File: src/core/ssw_pkg.sv
package ssw_pkg;
  // ----------------------------------------
  // time base
  // ----------------------------------------
  localparam int unsigned CLK_HZ = 100000000;
  localparam int unsigned CLK_PERIOD_NS = 10;
  // reset stretch, warning pulse, warning filter, watchdog period, debounce
  localparam int unsigned RST_STRETCH_MS = 130;
  localparam int unsigned WARN_PULSE_US = 200;
  localparam int unsigned WARN_FILTER_US = 5;
  localparam int unsigned WDOG_PERIOD_S = 1;
  localparam int unsigned WDOG_LOW_MS = 130;
  localparam int unsigned DEBOUNCE_US = 1000;
  // minimum times convert to whole cycles through truncating integer division
  localparam int unsigned RST_STRETCH_CYC = RST_STRETCH_MS * (CLK_HZ / 1000);
  localparam int unsigned WARN_PULSE_CYC = WARN_PULSE_US * (CLK_HZ / 1000000);
  localparam int unsigned WARN_FILTER_CYC = WARN_FILTER_US * (CLK_HZ / 1000000);
  localparam int unsigned WDOG_PERIOD_CYC = WDOG_PERIOD_S * CLK_HZ;
  localparam int unsigned WDOG_LOW_CYC = WDOG_LOW_MS * (CLK_HZ / 1000);
  localparam int unsigned DEBOUNCE_CYC = DEBOUNCE_US * (CLK_HZ / 1000000);
  localparam int unsigned CNT_W = 32;

  // ----------------------------------------
  // grouped pin carriers
  // ----------------------------------------
  typedef struct packed {
    logic supplyLow;
    logic senseLow;
    logic manualResetN;
    logic strobeN;
  } ssw_in_t;

  typedef struct packed {
    logic systemResetN;
    logic powerFailWarnN;
    logic watchdogExpiryN;
  } ssw_out_t;

  typedef enum logic [1:0] {RS_HOLD, RS_STRETCH, RS_RUN} ssw_rst_state_t;
endpackage : ssw_pkg

File: src/core/ssw_timer.sv
// ----------------------------------------
// timeout counter: counts while run, clears on clear or stop
// ----------------------------------------
module ssw_timer #(
  parameter int unsigned LIMIT = 100
) (
  input wire logic clock,
  input wire logic rstn,
  input wire logic clockEnable,
  input wire logic run,
  input wire logic clear,
  output logic done
);
  logic [ssw_pkg::CNT_W-1:0] count_reg;

  // count up to limit then hold done
  always_ff @(posedge clock or negedge rstn) begin
    if (!rstn) begin
      count_reg <= '0;
    end else if (clockEnable) begin
      if (clear || !run) begin
        count_reg <= '0;
      end else if (count_reg < ssw_pkg::CNT_W'(LIMIT)) begin
        count_reg <= count_reg + 1'b1;
      end
    end
  end

  assign done = run && !clear && (count_reg >= ssw_pkg::CNT_W'(LIMIT));
endmodule // ssw_timer

File: src/core/ssw_supervisor.sv
module ssw_supervisor #(
  parameter int unsigned RST_STRETCH_CYC = ssw_pkg::RST_STRETCH_CYC,
  parameter int unsigned WARN_PULSE_CYC = ssw_pkg::WARN_PULSE_CYC,
  parameter int unsigned WARN_FILTER_CYC = ssw_pkg::WARN_FILTER_CYC,
  parameter int unsigned WDOG_PERIOD_CYC = ssw_pkg::WDOG_PERIOD_CYC,
  parameter int unsigned WDOG_LOW_CYC = ssw_pkg::WDOG_LOW_CYC,
  parameter int unsigned DEBOUNCE_CYC = ssw_pkg::DEBOUNCE_CYC
) (
  input wire logic clock,
  input wire logic rstn,
  input wire logic clockEnable,
  input wire ssw_pkg::ssw_in_t pins,
  output ssw_pkg::ssw_out_t outs
);
  // ----------------------------------------
  // manual reset debounce
  // ----------------------------------------
  logic manualLow_reg;
  logic strobePrev_reg;
  logic pinsDiffer;
  logic debounceDone;
  logic strobeFall;

  assign pinsDiffer = (pins.manualResetN == manualLow_reg);
  assign strobeFall = strobePrev_reg && !pins.strobeN;

  ssw_timer #(.LIMIT(DEBOUNCE_CYC)) debounceTimer (
    .clock(clock), .rstn(rstn), .clockEnable(clockEnable),
    .run(pinsDiffer), .clear(1'b0), .done(debounceDone)
  );

  // accept new level after it holds stable for the debounce time
  always_ff @(posedge clock or negedge rstn) begin
    if (!rstn) begin
      manualLow_reg <= 1'b0;
    end else if (clockEnable && debounceDone) begin
      manualLow_reg <= !pins.manualResetN;
    end
  end

  // strobe edge history
  always_ff @(posedge clock or negedge rstn) begin
    if (!rstn) begin
      strobePrev_reg <= 1'b1;
    end else if (clockEnable) begin
      strobePrev_reg <= pins.strobeN;
    end
  end

  // ----------------------------------------
  // system reset sequencing
  // ----------------------------------------
  ssw_pkg::ssw_rst_state_t rstState_reg;
  logic resetCause;
  logic stretchDone;

  assign resetCause = pins.supplyLow || manualLow_reg;

  ssw_timer #(.LIMIT(RST_STRETCH_CYC)) stretchTimer (
    .clock(clock), .rstn(rstn), .clockEnable(clockEnable),
    .run(rstState_reg == ssw_pkg::RS_STRETCH), .clear(resetCause), .done(stretchDone)
  );

  // hold, then stretch from release, then run
  always_ff @(posedge clock or negedge rstn) begin
    if (!rstn) begin
      rstState_reg <= ssw_pkg::RS_HOLD;
    end else if (clockEnable) begin
      case (rstState_reg)
        ssw_pkg::RS_HOLD: begin
          if (!resetCause) begin
            rstState_reg <= ssw_pkg::RS_STRETCH;
          end
        end
        ssw_pkg::RS_STRETCH: begin
          if (resetCause) begin
            rstState_reg <= ssw_pkg::RS_HOLD;
          end else if (stretchDone) begin
            rstState_reg <= ssw_pkg::RS_RUN;
          end
        end
        ssw_pkg::RS_RUN: begin
          if (resetCause) begin
            rstState_reg <= ssw_pkg::RS_HOLD;
          end
        end
        default: rstState_reg <= ssw_pkg::RS_HOLD;
      endcase
    end
  end

  logic systemResetN_reg;

  // reset output registered from state and reset cause
  always_ff @(posedge clock or negedge rstn) begin
    if (!rstn) begin
      systemResetN_reg <= 1'b0;
    end else if (clockEnable) begin
      systemResetN_reg <= (rstState_reg == ssw_pkg::RS_RUN) && !resetCause;
    end
  end

  // ----------------------------------------
  // power-fail warning
  // ----------------------------------------
  logic supplyReached_reg;
  logic warnActive_reg;
  logic warnN_reg;
  logic filterDone;
  logic pulseDone;

  // gate warning while the supply was below its trip level last cycle
  always_ff @(posedge clock or negedge rstn) begin
    if (!rstn) begin
      supplyReached_reg <= 1'b0;
    end else if (clockEnable) begin
      supplyReached_reg <= !pins.supplyLow;
    end
  end

  ssw_timer #(.LIMIT(WARN_FILTER_CYC)) filterTimer (
    .clock(clock), .rstn(rstn), .clockEnable(clockEnable),
    .run(pins.senseLow && supplyReached_reg && !warnActive_reg), .clear(1'b0), .done(filterDone)
  );

  ssw_timer #(.LIMIT(WARN_PULSE_CYC)) pulseTimer (
    .clock(clock), .rstn(rstn), .clockEnable(clockEnable),
    .run(warnActive_reg), .clear(1'b0), .done(pulseDone)
  );

  // one pulse per trip; rearm only after sense goes high again
  logic warnArmed_reg;
  always_ff @(posedge clock or negedge rstn) begin
    if (!rstn) begin
      warnActive_reg <= 1'b0;
      warnArmed_reg <= 1'b1;
    end else if (clockEnable) begin
      if (warnActive_reg) begin
        if (pulseDone) begin
          warnActive_reg <= 1'b0;
        end
      end else if (filterDone && warnArmed_reg) begin
        warnActive_reg <= 1'b1;
        warnArmed_reg <= 1'b0;
      end else if (!pins.senseLow) begin
        warnArmed_reg <= 1'b1;
      end
    end
  end

  // warning output flop
  always_ff @(posedge clock or negedge rstn) begin
    if (!rstn) begin
      warnN_reg <= 1'b1;
    end else if (clockEnable) begin
      warnN_reg <= !(warnActive_reg && !pulseDone);
    end
  end

  // ----------------------------------------
  // watchdog
  // ----------------------------------------
  logic wdogRun;
  logic wdogExpired;
  logic wdogLow_reg;
  logic wdogLowDone;
  logic wdogN_reg;

  assign wdogRun = systemResetN_reg && !wdogLow_reg;

  ssw_timer #(.LIMIT(WDOG_PERIOD_CYC)) wdogTimer (
    .clock(clock), .rstn(rstn), .clockEnable(clockEnable),
    .run(wdogRun), .clear(strobeFall), .done(wdogExpired)
  );

  ssw_timer #(.LIMIT(WDOG_LOW_CYC)) wdogLowTimer (
    .clock(clock), .rstn(rstn), .clockEnable(clockEnable),
    .run(wdogLow_reg), .clear(1'b0), .done(wdogLowDone)
  );

  // expiry holds output low for the minimum time
  always_ff @(posedge clock or negedge rstn) begin
    if (!rstn) begin
      wdogLow_reg <= 1'b0;
    end else if (clockEnable) begin
      if (wdogLow_reg) begin
        if (wdogLowDone) begin
          wdogLow_reg <= 1'b0;
        end
      end else if (wdogExpired) begin
        wdogLow_reg <= 1'b1;
      end
    end
  end

  // watchdog output flop
  always_ff @(posedge clock or negedge rstn) begin
    if (!rstn) begin
      wdogN_reg <= 1'b1;
    end else if (clockEnable) begin
      wdogN_reg <= !((wdogLow_reg && !wdogLowDone) || (!wdogLow_reg && wdogExpired));
    end
  end

  assign outs.systemResetN = systemResetN_reg;
  assign outs.powerFailWarnN = warnN_reg;
  assign outs.watchdogExpiryN = wdogN_reg;

  // ----------------------------------------
  // checks
  // ----------------------------------------
  a_supply_low_reset: assert property (@(posedge clock) disable iff (!rstn)
    (clockEnable && pins.supplyLow) |=> !outs.systemResetN)
    else $error("reset not asserted on low supply");
  a_manual_hold_reset: assert property (@(posedge clock) disable iff (!rstn)
    (clockEnable && manualLow_reg) |=> !outs.systemResetN)
    else $error("reset released while manual reset held");
  a_release_stretch: assert property (@(posedge clock) disable iff (!rstn)
    $rose(outs.systemResetN) |-> $past(stretchDone, 2))
    else $error("reset released before stretch");
  a_stretch_from_release: assert property (@(posedge clock) disable iff (!rstn)
    (clockEnable && rstState_reg == ssw_pkg::RS_HOLD && !resetCause) |=> rstState_reg == ssw_pkg::RS_STRETCH)
    else $error("stretch did not start on release");
  a_warn_filter: assert property (@(posedge clock) disable iff (!rstn)
    $rose(warnActive_reg) |-> $past(filterDone))
    else $error("warning without filtered sense");
  a_warn_gate: assert property (@(posedge clock) disable iff (!rstn)
    $fell(outs.powerFailWarnN) |-> $past(supplyReached_reg, 2))
    else $error("warning filter ran before supply trip");
  a_warn_pulse: assert property (@(posedge clock) disable iff (!rstn)
    $fell(outs.powerFailWarnN) && clockEnable |=> !outs.powerFailWarnN)
    else $error("warning pulse too short");
  a_wdog_in_reset: assert property (@(posedge clock) disable iff (!rstn)
    (clockEnable && !outs.systemResetN) |=> (wdogTimer.count_reg == '0))
    else $error("watchdog ran during reset");
  a_wdog_strobe: assert property (@(posedge clock) disable iff (!rstn)
    (clockEnable && strobeFall) |=> (wdogTimer.count_reg == '0))
    else $error("strobe did not restart watchdog");
  a_wdog_low: assert property (@(posedge clock) disable iff (!rstn)
    $rose(wdogLow_reg) |-> !outs.watchdogExpiryN)
    else $error("watchdog output not low on expiry");
endmodule // ssw_supervisor

File: config.mk
export PLATFORM = sky130hd
export DESIGN_NAME = ssw_supervisor
export DESIGN_NICKNAME = d
export VERILOG_FILES = /design/src/core/ssw_pkg.sv /design/src/core/ssw_timer.sv /design/src/core/ssw_supervisor.sv
export SDC_FILE = /design/constraint.sdc
export NUM_CORES = 1
export LEC_CHECK = 0
export ABC_AREA = 1
export CORE_ASPECT_RATIO = 0.5
export CORE_MARGIN = 4
export CORE_UTILIZATION = 30
export DETAILED_ROUTE_END_ITERATION = 12
export DONT_BUFFER_PORTS = 1
export SETUP_SLACK_MARGIN = 0.1
export SKIP_CTS_REPAIR_TIMING = 1
export SLEW_MARGIN = 20
export SYNTH_ARGS = -nofsm -noshare
export SYNTH_HDL_FRONTEND = slang
export SYNTH_SLANG_ARGS = --single-unit
File: constraint.sdc
create_clock -name clock -period 1.5 [get_ports clock]
set_clock_uncertainty 0.05 [all_clocks]
set_input_delay 0.075 -clock clock [delete_from_list [all_inputs] [get_ports clock]]
set_output_delay 0.075 -clock clock [all_outputs]
set_load 0.05 [all_outputs]
### After elaboration in Yosys (flattened, before gate mapping)

Cells that the tools add are included.

| cells by class | value |
|---|---|
| bitwise logic cells | 1 |
| add/subtract/negate cells | 6 |
| equal/unequal tests | 11 |
| multiplexer cells | 25 |
| order comparisons | 12 |
| reductions and logical operators | 46 |

Operators with widths:

| operator | count |
|---|---|
| two-way mux 32 bit | 12 |
| adder 32 x 1 -> 32 bit, second input constant | 6 |
| >= comparator 32 x 24 -> 1 bit, second input constant | 2 |
| less-than comparator 32 x 24 -> 1 bit, second input constant | 2 |
| >= comparator 32 x 15 -> 1 bit, second input constant | 1 |
| >= comparator 32 x 17 -> 1 bit, second input constant | 1 |
| >= comparator 32 x 27 -> 1 bit, second input constant | 1 |
| >= comparator 32 x 9 -> 1 bit, second input constant | 1 |
| less-than comparator 32 x 15 -> 1 bit, second input constant | 1 |
| less-than comparator 32 x 17 -> 1 bit, second input constant | 1 |
| less-than comparator 32 x 27 -> 1 bit, second input constant | 1 |
| less-than comparator 32 x 9 -> 1 bit, second input constant | 1 |
| logical AND 1 bit | 18 |
| zero test 1 bit | 13 |
| AND reduction 2 bit | 6 |
| two-way mux 1 bit | 8 |
| two-way mux 2 bit | 4 |
| inequality test 2 x 1 -> 1 bit, second input constant | 4 |
| inequality test 2 bit, second input constant | 3 |
| one-hot mux 2 bit (3 select lines) | 1 |
| logical OR 1 bit | 4 |
| AND reduction 4 bit | 1 |
| nonzero test 2 bit | 2 |
| inequality test 3 bit, second input constant | 1 |
| other kinds (6) | 6 |

| storage, ports and cells | value |
|---|---|
| output and inout bits | 3 |
| logic and storage cells | 117 |
| flip-flop bits (word level) | 203 |
| bits of input ports | 7 |

### Longest topological paths before layout

Gate-level depths: netlist of run 1.

| logic depth | value |
|---|---|
| depth in word-level cells | 8 |
| depth in mapped cells | 13 |
| depth with buffers taken out | 12 |

### Cells and area by module

A second synthesis of run 1 with hierarchy kept.

| unflattened totals | value |
|---|---|
| cell total of the unflattened synthesis | 1739 |
| area total of the unflattened synthesis | 12300.5 µm² |

By module, submodules not included:

| module | area each (µm²) | cells each | instances | seq. area each (µm²) |
|---|---|---|---|---|
| ssw_timer (stretchTimer ...) | 2182.1 | 332 | 2 | 800.8 |
| ssw_timer (wdogTimer) | 2326.0 | 368 | 1 | 800.8 |
| ssw_timer (debounceTimer) | 1820.5 | 262 | 1 | 800.8 |
| ssw_timer (pulseTimer) | 1749.2 | 220 | 1 | 800.8 |
| ssw_timer (filterTimer) | 1472.7 | 154 | 1 | 800.8 |
| ssw_supervisor | 568.0 | 71 | 1 | 280.3 |

### Worst setup path before layout of run 1

No wires, ideal clock.

| timing | value |
|---|---|
| path kind | flip-flop to flip-flop |
| start | reg stretchTimer.count_reg[0] (netlist bit) |
| end | reg stretchTimer.count_reg[14] (netlist bit) |
| setup time | 0.117 ns |
| cell stages (with the launch flop) | 9 |
| data arrival time | 1.503 ns |
| required time | 1.333 ns |
| buffers on the path | 0 |
| clock period less this slack | 1.669 ns |
| slack | -0.169 ns |
| cell sequence | dfrtp_1 -> ha_1 -> nand2_1 -> nor3_1 -> nand3_1 -> xor2_1 -> nor2_1 -> nand2_1 -> nand2_1 |

| on the way | value |
|---|---|
| longest elaborated chain between the ends | 3 |
| elaborated cells between the ends (all ways) | 6 |
| classes of those cells | add/sub: 1; order compare: 1; mux: 2; reduce/logical: 2 |

Ends and longest elaborated chain:

| element | line | RTL |
|---|---|---|
| from (decl) | ssw_timer.sv:14 | `logic [ssw_pkg::CNT_W-1:0] count_reg;` |
| from (signal assigned) | ssw_timer.sv:24 | `count_reg <= count_reg + 1'b1;` |
| adder 32 x 1 -> 32 bit or less-than comparator 32 x 24 -> 1 bit (tied branches) | ssw_timer.sv:24, ssw_timer.sv:23 |  |
| two-way mux 32 bit or nonzero test 2 bit (tied branches) | - |  |
| two-way mux 32 bit or AND reduction 2 bit (tied branches) | - |  |

Several ways; a longest one is shown, not always the timed one. The select of a mux whose other input is x is not followed.
A chain may end at the register's enable or synchronous reset.

### Final worst setup path of run 1

| timing | value |
|---|---|
| start | reg stretchTimer.count_reg[9] (netlist bit) |
| end | reg stretchTimer.count_reg[14] (netlist bit) |

Same word-level chain as after synthesis.

==> reports/qor.csv, run 1 <==
stage,metric,value,unit
drt,router iterations before antenna repair,5,
critical_path,CP required,1850,ps
critical_path,"Largest stage delay, worst path",410,ps
synthesis,sequential share of the synthesized area,43.81,%
floorplanning,core area,37790,sq um
clock_network,TritonCTS clock tree,done,
global_route,grt met2 use,21.77,%
synthesis,#FFs+latches synth,203,
drt,vias per cell,4.464,
floorplanning,die width,286.2,microns
final_layout,Final nets,1898,
global_route,largest net degree at the start of global routing,204,
drt,total routed wirelength,29.08,mm
drt,DRT antenna net count,0,
clock_network,CTS Root Buffer Type,clkbuf_16,
critical_path,CP arrival,2000,ps
clock_network,clock slew at reported path FFs,70,ps
final_layout,Area Overhead vs Synth,37.86,%
global_route,total gr overflow,0,
pwr,Leak,7.399,nW
floorplanning,IO Count,10,
placed_design,Detailed Place HPWL,18.78,mm
synthesis,syn avg cell area,7.056,sq um
sta,Min Hold Slack,-797.8,ps
clock_network,clock sink count,203,
global_route,initial antenna violation count,0,
clock_network,H-tree levels,1,
pwr,VDD IR max,0.6443,mV
hold_path,Hold Path Class,in -> async,
sta,fmax,609.0,MHz
placed_design,placed cell area,13940,sq um
global_route,All-Layer GR Usage,12.79,%
critical_path,crit-path cells,inv_1 > nand2_1 > nor2_1 > nand4_1 > nand2_2 > nand2_4 > nand3_4 > nand2_8 > clkbuf_16 > nand2_2 > nand2_1,
global_route,vias in the first global route,9900,
drt,vias,10780,
sta,minimum clock period,1642,ps
critical_path,worst-path fanout max,7,
global_route,first-pass GRT wire length,46.63,mm
status,violated checks,"hold timing, setup timing",
sta,setup TNS,-11870,ps
drt,Initial DRC Count,603,
clock_network,insertion delay to the later sink of the worst-skew pair,520,ps
synthesis,Mapped Nets,1664,
pwr,final total power,0.01307,W
synthesis,Post-synth ARST share,100.0,%
placed_design,gpl congestion,0.8787,
final_layout,Final Cell Area,16000,sq um
synthesis,Post-synth EDFFs,0,
synthesis,synthesized instance count,1645,
sta,Worst-Margin Slew,434.7,ps
floorplanning,chip height,147.1,microns
synthesis,Ys Warns,0,
placed_design,# port buffers,0,
final_layout,ant diodes,0,
global_route,met1 Resource Use GR,17.50,%
run,max cap viols,0,
final_layout,share of layout cells above drive strength 1,29.46,%
global_route,GRT met3 Usage,1.969,%
clock_network,maximum clock path buffer count,3,
sta,max-slew violation count,0,
drt,Residual DRC,0,
drt,WL/cell,12.05,microns
floorplanning,die area,42090,sq um
pwr,pwr dens,817.0,nW/um^2
status,run status,"complete, but fails checks",
floorplanning,number of core rows,50,
sta,Fin. Hold Viols,345,
critical_path,crit path launch type,register,
sta,final clock period utilization by the worst path,109.5,%
sta,relative slew slack,71.02,%
synthesis,"Top FF cell, synth",dfrtp_1,
synthesis,Netlist Area Pre-Place,11610,sq um
sta,setup violators final,160,
critical_path,critical path endpoint category,register,
sta,final critical-path setup slack,-142.0,ps
synthesis,Unique masters post-synth,41,
final_layout,fin util,42.35,%
floorplanning,Initial Utilization,30.72,%
clock_network,cts bufs inserted,21,
sta,RSZ-0062 raised after global routing,yes,
global_route,busiest grt layer,met2,
critical_path,Setup Crit Path Kind,reg -> reg,
critical_path,CP max stage cell,dfrtp_1,
power breakdown:
part           total [W]  internal [W]  switching [W]
clock            0.00552       0.00321        0.00231
combinational    0.00179      0.000715        0.00108
sequential       0.00576       0.00561       0.000152
total             0.0131       0.00953        0.00354
worst max-delay path: cells and delay by family, from the launching register on:
kind | cells | cell delay [ps]
buffers and inverters | 2 | 270
and+or+nand+nor | 9 | 800
DFF | 1 | 410
per-stage QoR:
step	setup WS, ps	cells	hold slack (ps)
detailed placement	-234.7	2337	-262.8
CTS	-261.7	2375	-821.4
global placement	-210.5	2337	-261.4
global route	-240.3	2414	-825.6
floorplan	26.51	1645	-270.6
finish	-142.0	2414	-797.8
cells in the mapped netlist, drive strengths merged (12+ instances only):
library cell	count	area [sq um]
nor3	22	126.4
dfrtp	199	4980
nor2	334	1269
a21oi	13	98.85
nand4	28	175.2
o21ai	23	130.1
clkbuf	12	45.04
ha	12	150.1
buf	36	266.5
xnor2	16	140.1
nand3	157	795.8
xor2	52	463.0
inv	178	673.2
nand2	540	2054
path summary, 6_finish.rpt:
kind,startpoint,end,slack [ps],depth (start not counted)
worst max-delay path,stretchTimer.count_reg[9],stretchTimer.count_reg[14],-140,11
worst min-delay path,rstn,stretchTimer.count_reg[10],-800,0
worst max register to register,stretchTimer.count_reg[9],stretchTimer.count_reg[14],-140,11
worst min register to register,pulseTimer.count_reg[23],pulseTimer.count_reg[23],440,2
max in group asynchronous,rstn,filterTimer.count_reg[22],1810,0
min in group clock,clockEnable,warnActive_reg,-360,2
layer usage:
layer | part of all wire, % | up-vias
met5 | 0 | -
met4 | 1.6 | 0
met3 | 2.7 | 37
met2 | 47 | 106
met1 | 48 | 5064
li1 | - | 5568
kinds of logic (layout without fill, tap and decap cells):
family	after synthesis	in the layout	synth area share, %
AOI/OAI and AO/OA	45	45	2.555
DFF	203	203	43.81
buffers and inverters	227	473	8.516
and+or+nand+nor	1090	1093	38.63
xor gates and xnor gates	68	68	5.196
adders and majority gates	12	12	1.293
final cells by class:
class                           instances  area (sq um)
Clock buffer                           27         568.0
Clock inverter                         11         143.9
Fill cell                            3802         21780
Inverter                              179         686.9
Multi-Input combinational cell       1218          6539
Sequential cell                       203          5094
Tap cell                              520         650.6
Timing Repair Buffer                  255          2311
Timing Repair inverter                  1         8.758
layout by cell type, fill, tap and decap left out, types with 24 or more instances in the layout:
cell type	count
nand3_1	122
nand3_2	32
nand2_4	24
dfrtp_1	192
nand4_1	28
xor2_1	51
clkbuf_16	30
buf_4	210
nand2_2	77
nor2_2	45
nand2_1	436
nor2_1	269
inv_1	154
(Power assumes the default switching activity.)
==> run 2, diff against run 1 <==
--- a/config.mk
+++ b/config.mk
@@ -11,6 +11,7 @@
 export CORE_UTILIZATION = 30
 export DETAILED_ROUTE_END_ITERATION = 12
 export DONT_BUFFER_PORTS = 1
+export REMOVE_ABC_BUFFERS = 1
 export SETUP_SLACK_MARGIN = 0.1
 export SKIP_CTS_REPAIR_TIMING = 1
 export SLEW_MARGIN = 20
==> reports/qor.csv, run 2 (same netlist as run 1, synthesis figures left out) <==
stage,metric,value,unit
floorplanning,die area,42090,sq um
global_route,largest net degree at the start of global routing,204,
final_layout,Final nets,1901,
global_route,vias in the first global route,10180,
critical_path,CP arrival,2080,ps
clock_network,TritonCTS clock tree,done,
final_layout,ant diodes,0,
critical_path,crit path launch type,register,
drt,Initial DRC Count,506,
critical_path,R2R cell count,12,
critical_path,worst-path fanout max,6,
sta,minimum clock period,1678,ps
clock_network,maximum clock path buffer count,3,
pwr,Leak,7.552,nW
pwr,pwr dens,813.2,nW/um^2
sta,final critical-path setup slack,-178.2,ps
drt,DRT antenna net count,0,
sta,RSZ-0062 raised after global routing,yes,
drt,router iterations before antenna repair,6,
clock_network,CTS Root Buffer Type,clkbuf_16,
drt,Residual DRC,0,
final_layout,Area Overhead vs Synth,42.80,%
final_layout,share of layout cells above drive strength 1,36.60,%
global_route,total gr overflow,0,
global_route,All-Layer GR Usage,13.12,%
sta,Min Hold Slack,-793.4,ps
sta,fmax,595.9,MHz
critical_path,Setup Crit Path Kind,reg -> reg,
floorplanning,die width,286.2,microns
run,max cap viols,0,
clock_network,clock slew at reported path FFs,60,ps
drt,total routed wirelength,30.17,mm
hold_path,Hold Path Class,in -> async,
floorplanning,core area,37790,sq um
clock_network,insertion delay to the later sink of the worst-skew pair,520,ps
sta,Fin. Hold Viols,357,
final_layout,"commonest cells after routing, fill and taps aside","382 x nand2_1, 206 x nor2_1, 201 x buf_4",
global_route,initial antenna violation count,0,
floorplanning,chip height,147.1,microns
floorplanning,Initial Utilization,30.72,%
critical_path,critical path endpoint category,register,
drt,vias,10910,
clock_network,clock sink count,203,
final_layout,"commonest non-fill, non-tap cell in the layout",nand2_1,
floorplanning,number of core rows,50,
sta,setup violators final,183,
sta,final clock period utilization by the worst path,111.9,%
drt,vias per cell,4.514,
critical_path,CP required,1900,ps
placed_design,Detailed Place HPWL,18.39,mm
drt,WL/cell,12.49,microns
sta,Worst-Margin Slew,510.6,ps
clock_network,H-tree levels,1,
pwr,VDD IR max,0.6862,mV
status,run status,"complete, but fails checks",
floorplanning,IO Count,10,
status,violated checks,"hold timing, setup timing",
sta,setup TNS,-14950,ps
clock_network,cts bufs inserted,22,
placed_design,gpl congestion,0.8703,
sta,relative slew slack,65.96,%
global_route,first-pass GRT wire length,47.62,mm
placed_design,# port buffers,0,
sta,max-slew violation count,0,
-- run 2: cell count changes in the layout (fill, tap and decap cells not counted), sizes merged --
cell and delta:
buf +5, bufinv -1, clkbuf +6, clkinv +2, dlygate4sd3 -3, inv -4, nand2 -3
-- run 2: cell type report --
cell class	count	area [sq um]
clock buffer	29	638.1
clock inverter	9	112.6
fill	3762	21210
inverter	179	696.9
multi-input combinational	1215	6897
sequential	203	5097
tap	520	650.6
timing repair buffer	261	2484
-- run 2: routing by layer --
metal | wire length [microns] | GRT usage, % | share of wire [%] | vias to the layer above
met5 | 0 | 0 | 0 | -
met4 | 709 | 2.827 | 2.3 | 0
met3 | 803 | 1.845 | 2.7 | 44
met2 | 14430 | 22.39 | 48 | 129
met1 | 14230 | 17.83 | 47 | 5176
li1 | - | - | - | 5558
-- run 2: path summary, 6_finish.rpt --
path                       slack, ps                         end                 startpoint
min in group clock              -400              strobePrev_reg                    pins[0]
max                             -180  wdogLowTimer.count_reg[20]  wdogLowTimer.count_reg[9]
min                             -790   stretchTimer.count_reg[7]                       rstn
max in group asynchronous       1720     wdogTimer.count_reg[13]                       rstn
min reg2reg                      430              strobePrev_reg             strobePrev_reg
max reg2reg                     -180  wdogLowTimer.count_reg[20]  wdogLowTimer.count_reg[9]
-- run 2: where the power goes --
group          switching [W]  internal, W  leakage, nW
Sequential          0.000144      0.00561         2.79
Clock                0.00233      0.00334        0.356
Combinational        0.00122     0.000831         4.41
-- run 2: metrics by stage --
step | setup WS [ps] | util [%] | total power (W) | cell area, sq um | cells
finish | -178.2 | 43.87 | 0.01348 | 16580 | 2416
global route | -271.2 | 43.87 | 0.01407 | 16580 | 2416
CTS | -160.4 | 38.22 | 0.01303 | 14440 | 2367
detailed placement | -106.0 | 36.23 | 0.007259 | 13690 | 2329
global placement | -83.88 | 36.23 | 0.007241 | 13690 | 2329
floorplan | -993.2 | - | 0.006525 | 11300 | 1597
-- run 2: worst max-delay path, stage by stage, from the launching register on --
cell       delay (ps)
dfrtp_2           470
inv_1              80
nand2_1            50
nor2_1            130
nand3_2           110
nand2_2            90
nand2_4            70
nand2_4            80
nand2_8           100
nand2_8           120
clkbuf_16         160
nand2_1            50
nand2_1            50
